**config.mk**
```make
export PLATFORM = sky130hd
export DESIGN_NAME = hbg_heartbeat_gear
export DESIGN_NICKNAME = d
export VERILOG_FILES = /design/src/shared/hbg_pkg.sv /design/src/hdl/hbg_heartbeat_gear.sv
export SDC_FILE = /design/constraint.sdc
export NUM_CORES = 2
export LEC_CHECK = 0
export BUFFER_PORTS_ARGS = -buffer_cell sky130_fd_sc_hd__buf_2
export CORE_MARGIN = 2
export CORE_UTILIZATION = 35
export DETAILED_ROUTE_END_ITERATION = 16
export HOLD_SLACK_MARGIN = 0.05
export PLACE_DENSITY = 0.6
export SLEW_MARGIN = 20
export SYNTH_ARGS = -nofsm -noshare
export SYNTH_HDL_FRONTEND = slang
export SYNTH_SLANG_ARGS = --single-unit
```
**constraint.sdc**
```tcl
create_clock -name clk -period 6.5 [get_ports clk]
set_input_delay 0.975 -clock clk [delete_from_list [all_inputs] [get_ports clk]]
set_output_delay 0.975 -clock clk [all_outputs]
set_load 0.005 [all_outputs]
```
**src/shared/hbg_pkg.sv**
```systemverilog
// ****************************************************************
// Heartbeat and gear detect shared definitions
// ****************************************************************
package hbg_pkg;

  // Clock rate and derived timing
  localparam int unsigned HBG_CLK_HZ       = 100_000_000;
  localparam int unsigned HBG_MS_PER_S     = 1000;
  localparam int unsigned HBG_CYC_PER_MS   = HBG_CLK_HZ / HBG_MS_PER_S;
  // Whole identification pass, in seconds
  localparam int unsigned HBG_DETECT_S     = 60;

  // Gear layout
  localparam int unsigned HBG_NUM_CH       = 8;
  localparam int unsigned HBG_CH_W         = 3;
  localparam int unsigned HBG_GEAR_PER_CH  = 64;
  localparam int unsigned HBG_GEAR_W       = 6;
  localparam int unsigned HBG_CNT_W        = 7;
  localparam int unsigned HBG_SLOTS        = HBG_NUM_CH * HBG_GEAR_PER_CH;
  // Cycles per query slot so that one pass lasts the detection time
  localparam int unsigned HBG_SLOT_CYC     = HBG_DETECT_S * (HBG_CLK_HZ / HBG_SLOTS);

  // Register byte offsets
  localparam logic [7:0] HBG_OFS_CTRL      = 8'h00;
  localparam logic [7:0] HBG_OFS_CONFIG    = 8'h04;
  localparam logic [7:0] HBG_OFS_PERIOD    = 8'h08;
  localparam logic [7:0] HBG_OFS_STATUS    = 8'h0C;
  localparam logic [7:0] HBG_OFS_IRQ_STAT  = 8'h10;
  localparam logic [7:0] HBG_OFS_IRQ_MASK  = 8'h14;
  localparam logic [7:0] HBG_OFS_COUNT0    = 8'h20;

  // Control fields
  localparam int unsigned HBG_CTRL_HB_EN   = 0;
  localparam int unsigned HBG_CTRL_DETECT  = 1;

  // Config fields: four 3-bit reactions and two flags
  localparam int unsigned HBG_CFG_COMM     = 0;
  localparam int unsigned HBG_CFG_SFAIL    = 3;
  localparam int unsigned HBG_CFG_SREC     = 6;
  localparam int unsigned HBG_CFG_BALLAST  = 9;
  localparam int unsigned HBG_CFG_INDIV    = 12;
  localparam int unsigned HBG_CFG_BURNIN   = 13;
  localparam int unsigned HBG_CFG_W        = 14;

  // Status fields
  localparam int unsigned HBG_ST_FAULT     = 0;
  localparam int unsigned HBG_ST_BUSY      = 1;
  localparam int unsigned HBG_ST_DONE      = 2;

  // Interrupt bits
  localparam int unsigned HBG_IRQ_W        = 4;
  localparam int unsigned HBG_IRQ_FAULT    = 0;
  localparam int unsigned HBG_IRQ_RECOVER  = 1;
  localparam int unsigned HBG_IRQ_DONE     = 2;
  localparam int unsigned HBG_IRQ_BALLAST  = 3;

  // Reset values
  localparam logic [HBG_CFG_W-1:0] HBG_CFG_RST    = 14'h0000;
  localparam logic [15:0]          HBG_PERIOD_RST = 16'h003C;
  localparam logic [HBG_IRQ_W-1:0] HBG_MASK_RST   = 4'h0;

  // Reaction choices, no change first so a zero field is the default
  typedef enum logic [2:0] {
    HBG_REACT_KEEP,
    HBG_REACT_START,
    HBG_REACT_MAX,
    HBG_REACT_MIN,
    HBG_REACT_OFF
  } hbg_react_t;

  // Object a telegram is addressed to
  typedef enum logic [1:0] {
    HBG_OBJ_HEARTBEAT,
    HBG_OBJ_DETECT,
    HBG_OBJ_OTHER
  } hbg_obj_t;

  // Incoming telegram
  typedef struct packed {
    hbg_obj_t   obj;
    logic [7:0] value;
  } hbg_tg_t;

  // Gear query towards the line logic
  typedef struct packed {
    logic [HBG_CH_W-1:0]   ch;
    logic [HBG_GEAR_W-1:0] addr;
  } hbg_query_t;

endpackage

```
**src/hdl/hbg_heartbeat_gear.sv**
```systemverilog
// Decided for this implementation: the register offsets and the address-and-strobe port.
`timescale 1ns/100ps
module hbg_heartbeat_gear
  import hbg_pkg::*;
#(
  parameter int unsigned CYC_PER_MS = HBG_CYC_PER_MS,
  parameter int unsigned SLOT_CYC   = HBG_SLOT_CYC
) (
  input  wire logic                 clk,
  input  wire logic                 reset,
  // Register port
  input  wire logic [7:0]           reg_addr,
  input  wire logic [31:0]          reg_wdata,
  input  wire logic                 reg_write,
  input  wire logic                 reg_read,
  output logic      [31:0]          reg_rdata,
  // Telegram input and forwarding
  input  wire logic                 tg_valid,
  input  wire hbg_tg_t              tg_in,
  output logic                      fwd_valid,
  output hbg_tg_t                   fwd_tg,
  // Fault state and reaction
  output logic                      safety_state,
  output logic                      react_apply,
  output hbg_react_t                react_code,
  output logic                      tx_tick,
  // Gear query handshake to line logic
  output logic                      query_req,
  output hbg_query_t                query,
  input  wire logic                 query_ack,
  input  wire logic                 query_present,
  output logic                      ballast_fail,
  // Interrupt
  output logic                      irq
);

  // ****************************************************************
  // Registers
  // ****************************************************************
  logic                   hb_en_reg;                 // Heartbeat watch on
  logic [HBG_CFG_W-1:0]   cfg_reg;                   // Reaction settings
  logic [15:0]            period_reg;                // Period in seconds
  logic [HBG_IRQ_W-1:0]   irq_stat_reg;              // Sticky events
  logic [HBG_IRQ_W-1:0]   irq_mask_reg;              // Event enables
  logic [31:0]            rdata_reg;                 // Read data
  logic [HBG_CNT_W-1:0]   count_reg [HBG_NUM_CH];    // Gear per channel
  logic                   present_reg [HBG_SLOTS];   // Identified gear map

  // Decoded strobes
  logic                   wr_ctrl;
  logic                   sw_trigger;
  logic                   obj_trigger;
  logic                   trigger;

  // Events feeding the interrupt status
  logic [HBG_IRQ_W-1:0]   events;

  // Heartbeat timing
  logic [31:0]            pre_reg;                   // Cycle prescaler
  logic [31:0]            ms_reg;                    // Elapsed ms
  logic [31:0]            tx_ms_reg;                 // Transmit period ms
  logic                   ms_tick;
  logic [31:0]            period_ms;
  logic                   fault_reg;
  logic                   hb_one;
  logic                   timeout;

  // Detection sequencer
  typedef enum logic [1:0] {HBG_S_IDLE, HBG_S_WAIT, HBG_S_ASK} hbg_state_t;
  hbg_state_t             state_reg;
  logic                   detecting_reg;             // First pass running
  logic                   done_reg;                  // Identification done
  logic [31:0]            slot_reg;                  // Slot pacing counter
  logic [8:0]             idx_reg;                   // Channel and gear index
  logic                   slot_end;

  // Channel and gear address from the flat index
  function automatic hbg_query_t idx_to_query(input logic [8:0] idx);
    hbg_query_t q;
    q.ch   = idx[8:6];
    q.addr = idx[5:0];
    return q;
  endfunction

  assign wr_ctrl     = reg_write && (reg_addr == HBG_OFS_CTRL);
  assign sw_trigger  = wr_ctrl && reg_wdata[HBG_CTRL_DETECT];
  // Detect object is dropped in the safety state, like every telegram but a heartbeat one
  assign obj_trigger = tg_valid && (tg_in.obj == HBG_OBJ_DETECT) && !fault_reg
                       && (tg_in.value[0] == 1'b1);
  assign trigger     = sw_trigger || obj_trigger;

  // ****************************************************************
  // Configuration registers
  // ****************************************************************
  // power-up defaults
  always_ff @(posedge clk) begin
    if (reset) begin
      hb_en_reg    <= 1'b0;
      cfg_reg      <= HBG_CFG_RST;
      period_reg   <= HBG_PERIOD_RST;
      irq_mask_reg <= HBG_MASK_RST;
    end else if (reg_write) begin
      unique case (reg_addr)
        HBG_OFS_CTRL:     hb_en_reg    <= reg_wdata[HBG_CTRL_HB_EN];
        HBG_OFS_CONFIG:   cfg_reg      <= reg_wdata[HBG_CFG_W-1:0];
        // one period serves receive and transmit
        HBG_OFS_PERIOD:   period_reg   <= reg_wdata[15:0];
        HBG_OFS_IRQ_MASK: irq_mask_reg <= reg_wdata[HBG_IRQ_W-1:0];
        default: begin
          // Other offsets hold no state written in this block
        end
      endcase
    end
  end

  // ****************************************************************
  // Millisecond base and heartbeat timeout
  // ****************************************************************
  assign ms_tick   = (pre_reg == 32'(CYC_PER_MS - 1));
  assign period_ms = 32'(period_reg) * 32'(HBG_MS_PER_S);
  // the far end writes one to this object
  assign hb_one    = tg_valid && (tg_in.obj == HBG_OBJ_HEARTBEAT) && (tg_in.value[0] == 1'b1);
  // A zero period would fault at once, so it counts as no watch
  assign timeout   = hb_en_reg && (period_reg != 16'h0000) && !fault_reg
                     && ms_tick && (ms_reg + 32'h0000_0001 >= period_ms);

  // Prescaler runs freely
  always_ff @(posedge clk) begin
    if (reset) begin
      pre_reg <= 32'h0000_0000;
    end else if (ms_tick) begin
      pre_reg <= 32'h0000_0000;
    end else begin
      pre_reg <= pre_reg + 32'h0000_0001;
    end
  end

  // Receive interval counter
  always_ff @(posedge clk) begin
    if (reset) begin
      ms_reg <= 32'h0000_0000;
    end else if (hb_one || !hb_en_reg || fault_reg) begin
      ms_reg <= 32'h0000_0000;
    end else if (ms_tick) begin
      ms_reg <= ms_reg + 32'h0000_0001;
    end
  end

  // Transmit period tick for the status sender
  always_ff @(posedge clk) begin
    if (reset) begin
      tx_ms_reg <= 32'h0000_0000;
      tx_tick   <= 1'b0;
    end else begin
      tx_tick <= 1'b0;
      if (ms_tick) begin
        if (tx_ms_reg + 32'h0000_0001 >= period_ms) begin
          tx_ms_reg <= 32'h0000_0000;
          tx_tick   <= (period_reg != 16'h0000);
        end else begin
          tx_ms_reg <= tx_ms_reg + 32'h0000_0001;
        end
      end
    end
  end

  // Fault flag and reaction pulse
  always_ff @(posedge clk) begin
    if (reset) begin
      fault_reg   <= 1'b0;
      react_apply <= 1'b0;
      react_code  <= HBG_REACT_KEEP;
    end else begin
      react_apply <= 1'b0;
      if (timeout) begin
        fault_reg   <= 1'b1;
        react_apply <= 1'b1;
        react_code  <= hbg_react_t'(cfg_reg[HBG_CFG_COMM +: 3]);
      end else if (fault_reg && hb_one) begin
        fault_reg <= 1'b0;
      end
    end
  end

  assign safety_state = fault_reg;

  // ****************************************************************
  // Telegram forwarding
  // ****************************************************************
  // nothing passes in fault; only other objects are forwarded
  always_ff @(posedge clk) begin
    if (reset) begin
      fwd_valid <= 1'b0;
      fwd_tg    <= '0;
    end else begin
      fwd_valid <= tg_valid && !fault_reg && (tg_in.obj == HBG_OBJ_OTHER);
      if (tg_valid) begin
        fwd_tg <= tg_in;
      end
    end
  end

  // ****************************************************************
  // Gear identification and monitoring
  // ****************************************************************
  assign slot_end  = (slot_reg == 32'(SLOT_CYC - 1));
  assign query_req = (state_reg == HBG_S_ASK);
  assign query     = idx_to_query(idx_reg);

  // Sequencer: one query per slot, first pass identifies, later passes watch
  always_ff @(posedge clk) begin
    if (reset) begin
      state_reg     <= HBG_S_IDLE;
      detecting_reg <= 1'b0;
      done_reg      <= 1'b0;
      slot_reg      <= 32'h0000_0000;
      idx_reg       <= 9'h000;
    end else if (trigger) begin
      state_reg     <= HBG_S_WAIT;
      detecting_reg <= 1'b1;
      done_reg      <= 1'b0;
      slot_reg      <= 32'h0000_0000;
      idx_reg       <= 9'h000;
    end else begin
      unique case (state_reg)
        HBG_S_IDLE: begin
          slot_reg <= 32'h0000_0000;
        end
        HBG_S_WAIT: begin
          slot_reg <= slot_end ? 32'h0000_0000 : slot_reg + 32'h0000_0001;
          // only identified gear is polled after the first pass
          if (slot_end && (detecting_reg || present_reg[idx_reg])) begin
            state_reg <= HBG_S_ASK;
          end else if (slot_end) begin
            idx_reg <= idx_reg + 9'h001;
          end
        end
        HBG_S_ASK: begin
          // Slot counter keeps pacing while the line answers
          slot_reg <= slot_end ? 32'h0000_0000 : slot_reg + 32'h0000_0001;
          if (query_ack) begin
            state_reg <= HBG_S_WAIT;
            idx_reg   <= idx_reg + 9'h001;
            if (idx_reg == 9'(HBG_SLOTS - 1) && detecting_reg) begin
              detecting_reg <= 1'b0;
              done_reg      <= 1'b1;
            end
          end
        end
      endcase
    end
  end

  always_ff @(posedge clk) begin
    if (reset) begin
      for (int i = 0; i < HBG_SLOTS; i++) begin
        present_reg[i] <= 1'b0;
      end
      for (int c = 0; c < HBG_NUM_CH; c++) begin
        count_reg[c] <= '0;
      end
    end else if (trigger) begin
      for (int i = 0; i < HBG_SLOTS; i++) begin
        present_reg[i] <= 1'b0;
      end
      for (int c = 0; c < HBG_NUM_CH; c++) begin
        count_reg[c] <= '0;
      end
    end else if (query_req && query_ack && detecting_reg && query_present) begin
      present_reg[idx_reg] <= 1'b1;
      count_reg[query.ch]  <= count_reg[query.ch] + 7'h01;
    end
  end

  // A watched gear that stays silent is a ballast failure
  always_ff @(posedge clk) begin
    if (reset) begin
      ballast_fail <= 1'b0;
    end else begin
      ballast_fail <= query_req && query_ack && !detecting_reg && !query_present;
    end
  end

  // ****************************************************************
  // Interrupts
  // ****************************************************************
  always_comb begin
    events                  = '0;
    events[HBG_IRQ_FAULT]   = timeout;
    events[HBG_IRQ_RECOVER] = fault_reg && hb_one;
    events[HBG_IRQ_DONE]    = query_req && query_ack && detecting_reg && !trigger
                              && (idx_reg == 9'(HBG_SLOTS - 1));
    events[HBG_IRQ_BALLAST] = query_req && query_ack && !detecting_reg && !query_present;
  end

  // Write one to clear; a new event in the same cycle wins
  always_ff @(posedge clk) begin
    if (reset) begin
      irq_stat_reg <= '0;
    end else begin
      if (reg_write && (reg_addr == HBG_OFS_IRQ_STAT)) begin
        irq_stat_reg <= (irq_stat_reg & ~reg_wdata[HBG_IRQ_W-1:0]) | events;
      end else begin
        irq_stat_reg <= irq_stat_reg | events;
      end
    end
  end

  assign irq = |(irq_stat_reg & irq_mask_reg);

  // ****************************************************************
  // Register read
  // ****************************************************************
  // Data stands only in the cycle after the read strobe
  always_ff @(posedge clk) begin
    if (reset) begin
      rdata_reg <= 32'h0000_0000;
    end else if (reg_read) begin
      rdata_reg <= 32'h0000_0000;
      if (reg_addr >= HBG_OFS_COUNT0 && reg_addr < HBG_OFS_COUNT0 + 8'h20
          && reg_addr[1:0] == 2'b00) begin
        rdata_reg <= 32'(count_reg[reg_addr[4:2]]);
      end else begin
        unique case (reg_addr)
          HBG_OFS_CTRL:     rdata_reg <= 32'(hb_en_reg);
          HBG_OFS_CONFIG:   rdata_reg <= 32'(cfg_reg);
          HBG_OFS_PERIOD:   rdata_reg <= 32'(period_reg);
          HBG_OFS_STATUS:   rdata_reg <= 32'({done_reg, detecting_reg, fault_reg});
          HBG_OFS_IRQ_STAT: rdata_reg <= 32'(irq_stat_reg);
          HBG_OFS_IRQ_MASK: rdata_reg <= 32'(irq_mask_reg);
          default:          rdata_reg <= 32'h0000_0000;
        endcase
      end
    end else begin
      rdata_reg <= 32'h0000_0000;
    end
  end

  assign reg_rdata = rdata_reg;

endmodule // hbg_heartbeat_gear

```
# Yosys cells after proc, flatten, opt, wreduce, memory -nomap -nowiden
# Memory sizes are Yosys's and may differ from the RTL's. A register that Yosys moved wholly into a read port is not among the register bits.
# Index checks and enable logic that the tools add are counted.
[word_totals] register_bits=214 ramBits=568 inputBits=57 output_inout_bits=61 word_cells=1208 mem_count=2
[classes] n_addsub=6 mul=1 n_lt_le_gt_ge=4 eq_ne=18 muxes=560 n_bitwise=528 n_reduce_logical=65
[mem_list] memory="present_reg" depth=512 word_bits=1 read_ports=1 rd_clocked_by_memory_dff=1 wr=512 line="hbg_heartbeat_gear.sv:47" rtl="logic present_reg [HBG_SLOTS];"
[mem_list] memory="count_reg" depth=8 word_bits=7 read_ports=2 rd_clocked_by_memory_dff=1 wr=8 line="hbg_heartbeat_gear.sv:46" rtl="logic [HBG_CNT_W-1:0] count_reg [HBG_NUM_CH];"
[ops] cell="$mux W1" n=532
[ops] cell="$or A1 B1 Y1" n=520
[ops] cell="$add A32 B1 Y32 const B" n=4
[ops] cell="$pmux W16 S6" n=1
[ops] cell="$mux W7" n=10
[ops] cell="$ge A32 B26 Y1" n=2
[ops] cell="$mux W32" n=2
[ops] cell="$pmux W32 S2" n=1
[ops] cell="$mux W9" n=6
[ops] cell="$eq A32 B17 Y1 const B" n=1
[ops] cell="$eq A32 B24 Y1 const B" n=1
[ops] cell="$logic_and A1 B1 Y1" n=26
[ops] cell="$mul A16 B7 Y23 const B" n=1
[ops] cell="$pmux W9 S2" n=1
[ops] cell="$eq A8 B4 Y1 const B" n=2
[ops] cell="$eq A8 B5 Y1 const B" n=2
[ops] cell="$reduce_bool A16 Y1" n=1
[ops] cell="$reduce_and A3 Y1" n=4
[ops] cell="$reduce_bool A2 Y1" n=5
[ops] cell="$reduce_or A2 Y1" n=5
[ops] cell="$add A9 B1 Y9 const B" n=1
[ops] cell="$eq A9 B9 Y1 const B" n=1
[ops] cell="$mux W3" n=3
[ops] cell="$and A4 B4 Y4" n=2
[ops] cell="other kinds (27)" n=48

# Longest topological paths before layout
[depth] ltp_word=10 ltp_mapped=28 mapped_depth_nobuf=28

# Least setup slack after synthesis
# No wires, ideal clock.
[synth_path] path_kind="register to register" start="reg period_reg[2]" end="reg react_code[0]" setup_ns=0.072 t_arrival_ns=6.331 required_ns=6.428 slack_ns=0.097 stages_incl_launch_ff=24 path_buffers=0 synth_period_minus_slack_ns=6.403 cell_sequence="dfxtp_1 inv_1 fa_1 fa_1 fa_1 fa_1 inv_1 ha_1 a21boi_0 o21ai_0 a21oi_1 o21ai_0 a21boi_0 nor4bb_1 nor2_1 a311oi_1 ha_1 nand2_1 or4_1 nor4b_1 a311oi_1 maj3_1 a21oi_2 mux2i_1"
[synth_between] elab_chain_cells=5 word_cells_on_any_way=7 classes_between="mul (1); order compare (1); reduce/logical (5)"
[synth_lines] element="start: declaration" line="hbg_heartbeat_gear.sv:42" rtl="logic [15:0] period_reg;"
[synth_lines] element="start signal: assignment" line="hbg_heartbeat_gear.sv:107" rtl="HBG_OFS_PERIOD: period_reg <= reg_wdata[15:0];"
[synth_lines] element="parallel branches: the longest is 4 deep, another holds $ge A32 B26 Y1"
[synth_lines] element="$logic_and A1 B1 Y1 *" line="hbg_heartbeat_gear.sv:125" rtl="&& ms_tick && (ms_reg + 32'h0000_0001 >= period_ms);"
[synth_lines] element="end signal: assignment" line="hbg_heartbeat_gear.sv:178" rtl="react_code <= hbg_react_t'(cfg_reg[HBG_CFG_COMM +: 3]);"
[synth_lines] element="end: declaration" line="hbg_heartbeat_gear.sv:25" rtl="output hbg_react_t react_code,"
# Every way passes the cells marked *.
# A chain may end at the register's enable or synchronous reset.

# Worst setup path after layout
[layout_path] start="reg period_reg[7]" end="reg react_code[0]"
# Same word-level chain as after synthesis.

==> results_dict.tcl <==
set metrics [dict create \
    cts_hold_repair.buffers 0 \
    synth-edff-count 56 \
    cts_root_buf "clkbuf_16" \
    worstHoldPathCells 2 \
    ir_worst_vdd_v 0.000190 \
    fill_cells 10500 \
    grt_pass1_wl_um 154000 \
    r2r-start "period_reg[7]" \
    synth_async_sr_flop_share_pct 0 \
    holdWs_ps 446 \
    status "completed" \
    crit_family "adder cells" \
    wl_um 98000 \
    drt-initial-drc-count 2636 \
    grtUsageTotal_pct 17.9 \
    seq_area_frac_synth_pct 44.4 \
    largest_reg_flops 512 \
    internal-power_mw 7.89 \
    combPwrFrac_pct 7.6 \
    final_antenna_net_count 0 \
    cpPeakStageDelay_ps 590 \
    crit_slowest_cell "fa_1" \
    cp.arrival_ps 6920 \
    tns_ps 0 \
    place_inst 5282 \
    switching_share_pct 24.9 \
    finalCriticalPeriod_ps 6370 \
    endpoint_kind "flop" \
    crit_start "period_reg[7]" \
    via_count 28500 \
    p_seq_share_pct 47.9 \
    worst_slew_pin_slew_ps 1230 \
    crit_type "reg2reg" \
    rows 119 \
    die_y_um 329 \
    drt-wirelength-per-cell_um 18.0 \
    cts_tree "done" \
    core_um2 105000 \
    crit_cells 25 \
    path_clk_slew_ps 60 \
    clock_power_share_pct 44.5 \
    place_congestion 0.830 \
    report.final.slew_viol_count 0 \
    synth.area.mux_share_pct 11.0 \
    fp.dieW_um 329 \
    relSlewSlack_pct 17.9 \
    min-delay-start "present_reg[230]" \
    p_per_area_nw_per_um2 252 \
    clk_latency_ps 650 \
    stdcell_count 5434 \
    rsz0062_at_grt "yes" \
    fmax_ghz 0.157 \
    worstRegToRegCells 25 \
    syn-instance-count 3960 \
    syn_avg_cell_area_um2 9.32 \
    cts_max_path_buffers 3 \
    path_buf_inv 2 \
    leakage_nw 15.0 \
    worstPathRequired_ps 7050 \
    ioPinCount 118 \
    yosysWarningCount 0 \
    drt_pass1_iterations 6 \
    portBuffers 85 \
    numCtsBuffers 82 \
    path_max_fanout 5 \
    grt_max_degree 215 \
    total_power_mw 10.5 \
    hold_viol 0 \
    post_drt_via_cell_ratio 5.24 \
    drc_errors 0 \
    syn-cell-area_um2 36900 \
    start_kind "flop" \
    area_growth_pct 12.9 \
    ys.flop_type "dfxtp_1" \
    min_path_type "reg2reg" \
    synth_top_family_by_area "simple AND/OR/NAND/NOR gates" \
    antenna_found_initial 2 \
    clock_skew_ps 31.1 \
    htree_levels 3 \
    fp.dieArea_um2 108000 \
    start_util_pct 35.2 \
    synthSimpleGateAreaFrac_pct 17.0 \
    cap_violations 0 \
    synth_xor_area_share_pct 3.84 \
    synthAdderAreaFrac_pct 6.98 \
    nets 4206 \
    ys_ff_latch 791 \
    synth_cell_type_count 79 \
    cts.sinks 791 \
    finalCritPeriodShare_pct 97.9 \
    finalSetupViolCount 0 \
    drive_gt1_share_pct 12.9 \
    first_global_vias 26900 \
    synth-compound-area-share_pct 12.4 \
    crit_path_frequent_cell "fa_1" \
    place.detailed.hpwl_um 64000 \
    switchingPower_mw 2.62 \
    overflow 0 \
]
## metal layers
| metal | up-vias | track usage, % | part of all wire (%) |
|---|---|---|---|
| met1 | 13800 | 24.8 | 45 |
| li1 | 13800 | - | - |
| met3 | 165 | 2.78 | 6.2 |
| met2 | 742 | 28.9 | 46 |
| met4 | 0 | 4.81 | 2.5 |
| met5 | - | 0 | 0 |
## logic make-up after synthesis
family,after synthesis
buf+inv,376
other cells,1
fa+ha+maj,174
compound gates,804
xor+xnor,162
flops,791
simple gates,1430
mux,222
## worst min-delay path, cell delays in order (launching register included)
cell and delay [ps]:
dfxtp_1 320, nand2_1 40, o21ai_0 50
## what timing repair did
item | 4_1_cts | 5_1_grt
endpoints found under the hold margin | 0 | 0
setup buffers | 0 | 2
setup endpoints to repair | 6 | 33
resized for setup | 8 | 36
pin swaps | 3 | 24
## cell type report
class	count	area [um^2]	area share, %
tap	1391	1740	4.18
clock buffer	116	2350	5.64
timing repair buffer	187	1270	3.05
inverter	107	402	0.964
multi-input combinational	2808	19200	46.0
sequential	791	16400	39.4
clock inverter	33	308	0.739
antenna	1	2.50	0.00601
## worst paths after layout
check / slack (ps) / endpoint
max: 130 / react_code[0]
min: 450 / present_reg[230]
max reg2reg: 130 / react_code[0]
min reg2reg: 450 / present_reg[230]
## cell usage after synthesis (11+ instances only)
library cell    n  area share [%]
a22o_1         35            0.83
buf_2          20            0.27
dfxtp_1       735              40
buf_4          22            0.45
buf_1          21            0.21
ha_1          118             4.0
and3_1         43            0.73
o211ai_1       18            0.37
xnor2_1        73             1.7
mux4_1         12            0.85
fa_1           54             2.9
edfxtp_1       56             4.6
mux2_2         14            0.43
o21ai_0       516             7.0
nand2_1       780             7.9
nor3_1         33            0.45
nor2_1        261             2.7
clkbuf_1      202             2.1
and2_1         16            0.27
nor4_1         22            0.37
xor2_1         89             2.1
nor3b_1        11            0.22
or3_1          15            0.25
a21o_1         13            0.26
a21oi_1       103             1.4
nand2b_1       16            0.27
inv_1         107             1.1
mux2i_1        65             1.8
nand4_1        47            0.80
mux4_2        130             7.9
a22oi_1        52             1.1
nand3_1       105             1.4
nor2b_1        32            0.54
## power by group through the flow
stage	clock, mW	sequential, mW	combinational, mW
floorplan	0	5.06	0.647
global placement	0	5.14	0.796
detailed placement	0	5.14	0.802
CTS	4.77	5.03	0.804
global route	4.98	5.04	0.861
finish	4.68	5.03	0.798
## cell usage in the layout (no fill, tap or decap), drive strengths merged, types with 89 or more instances in the layout
master	count
clkbuf	116
a21oi	104
nand2	780
ha	118
mux4	142
xor2	89
dfxtp	735
o21ai	517
inv	110
buf	187
nand3	105
nor2	262
## through the flow
stage | cell area, um^2 | util [%] | setup slack (ps)
3_5_place_dp | 38800 | 37.0 | -299
3_3_place_gp | 38800 | 37.0 | -168
5_1_grt | 41700 | 39.7 | -159
2_1_floorplan | 37000 | - | 97.0
6_report | 41700 | 39.7 | 133
4_1_cts | 41500 | 39.6 | 22.3
No activity file was read; power rests on OpenSTA's default activity.
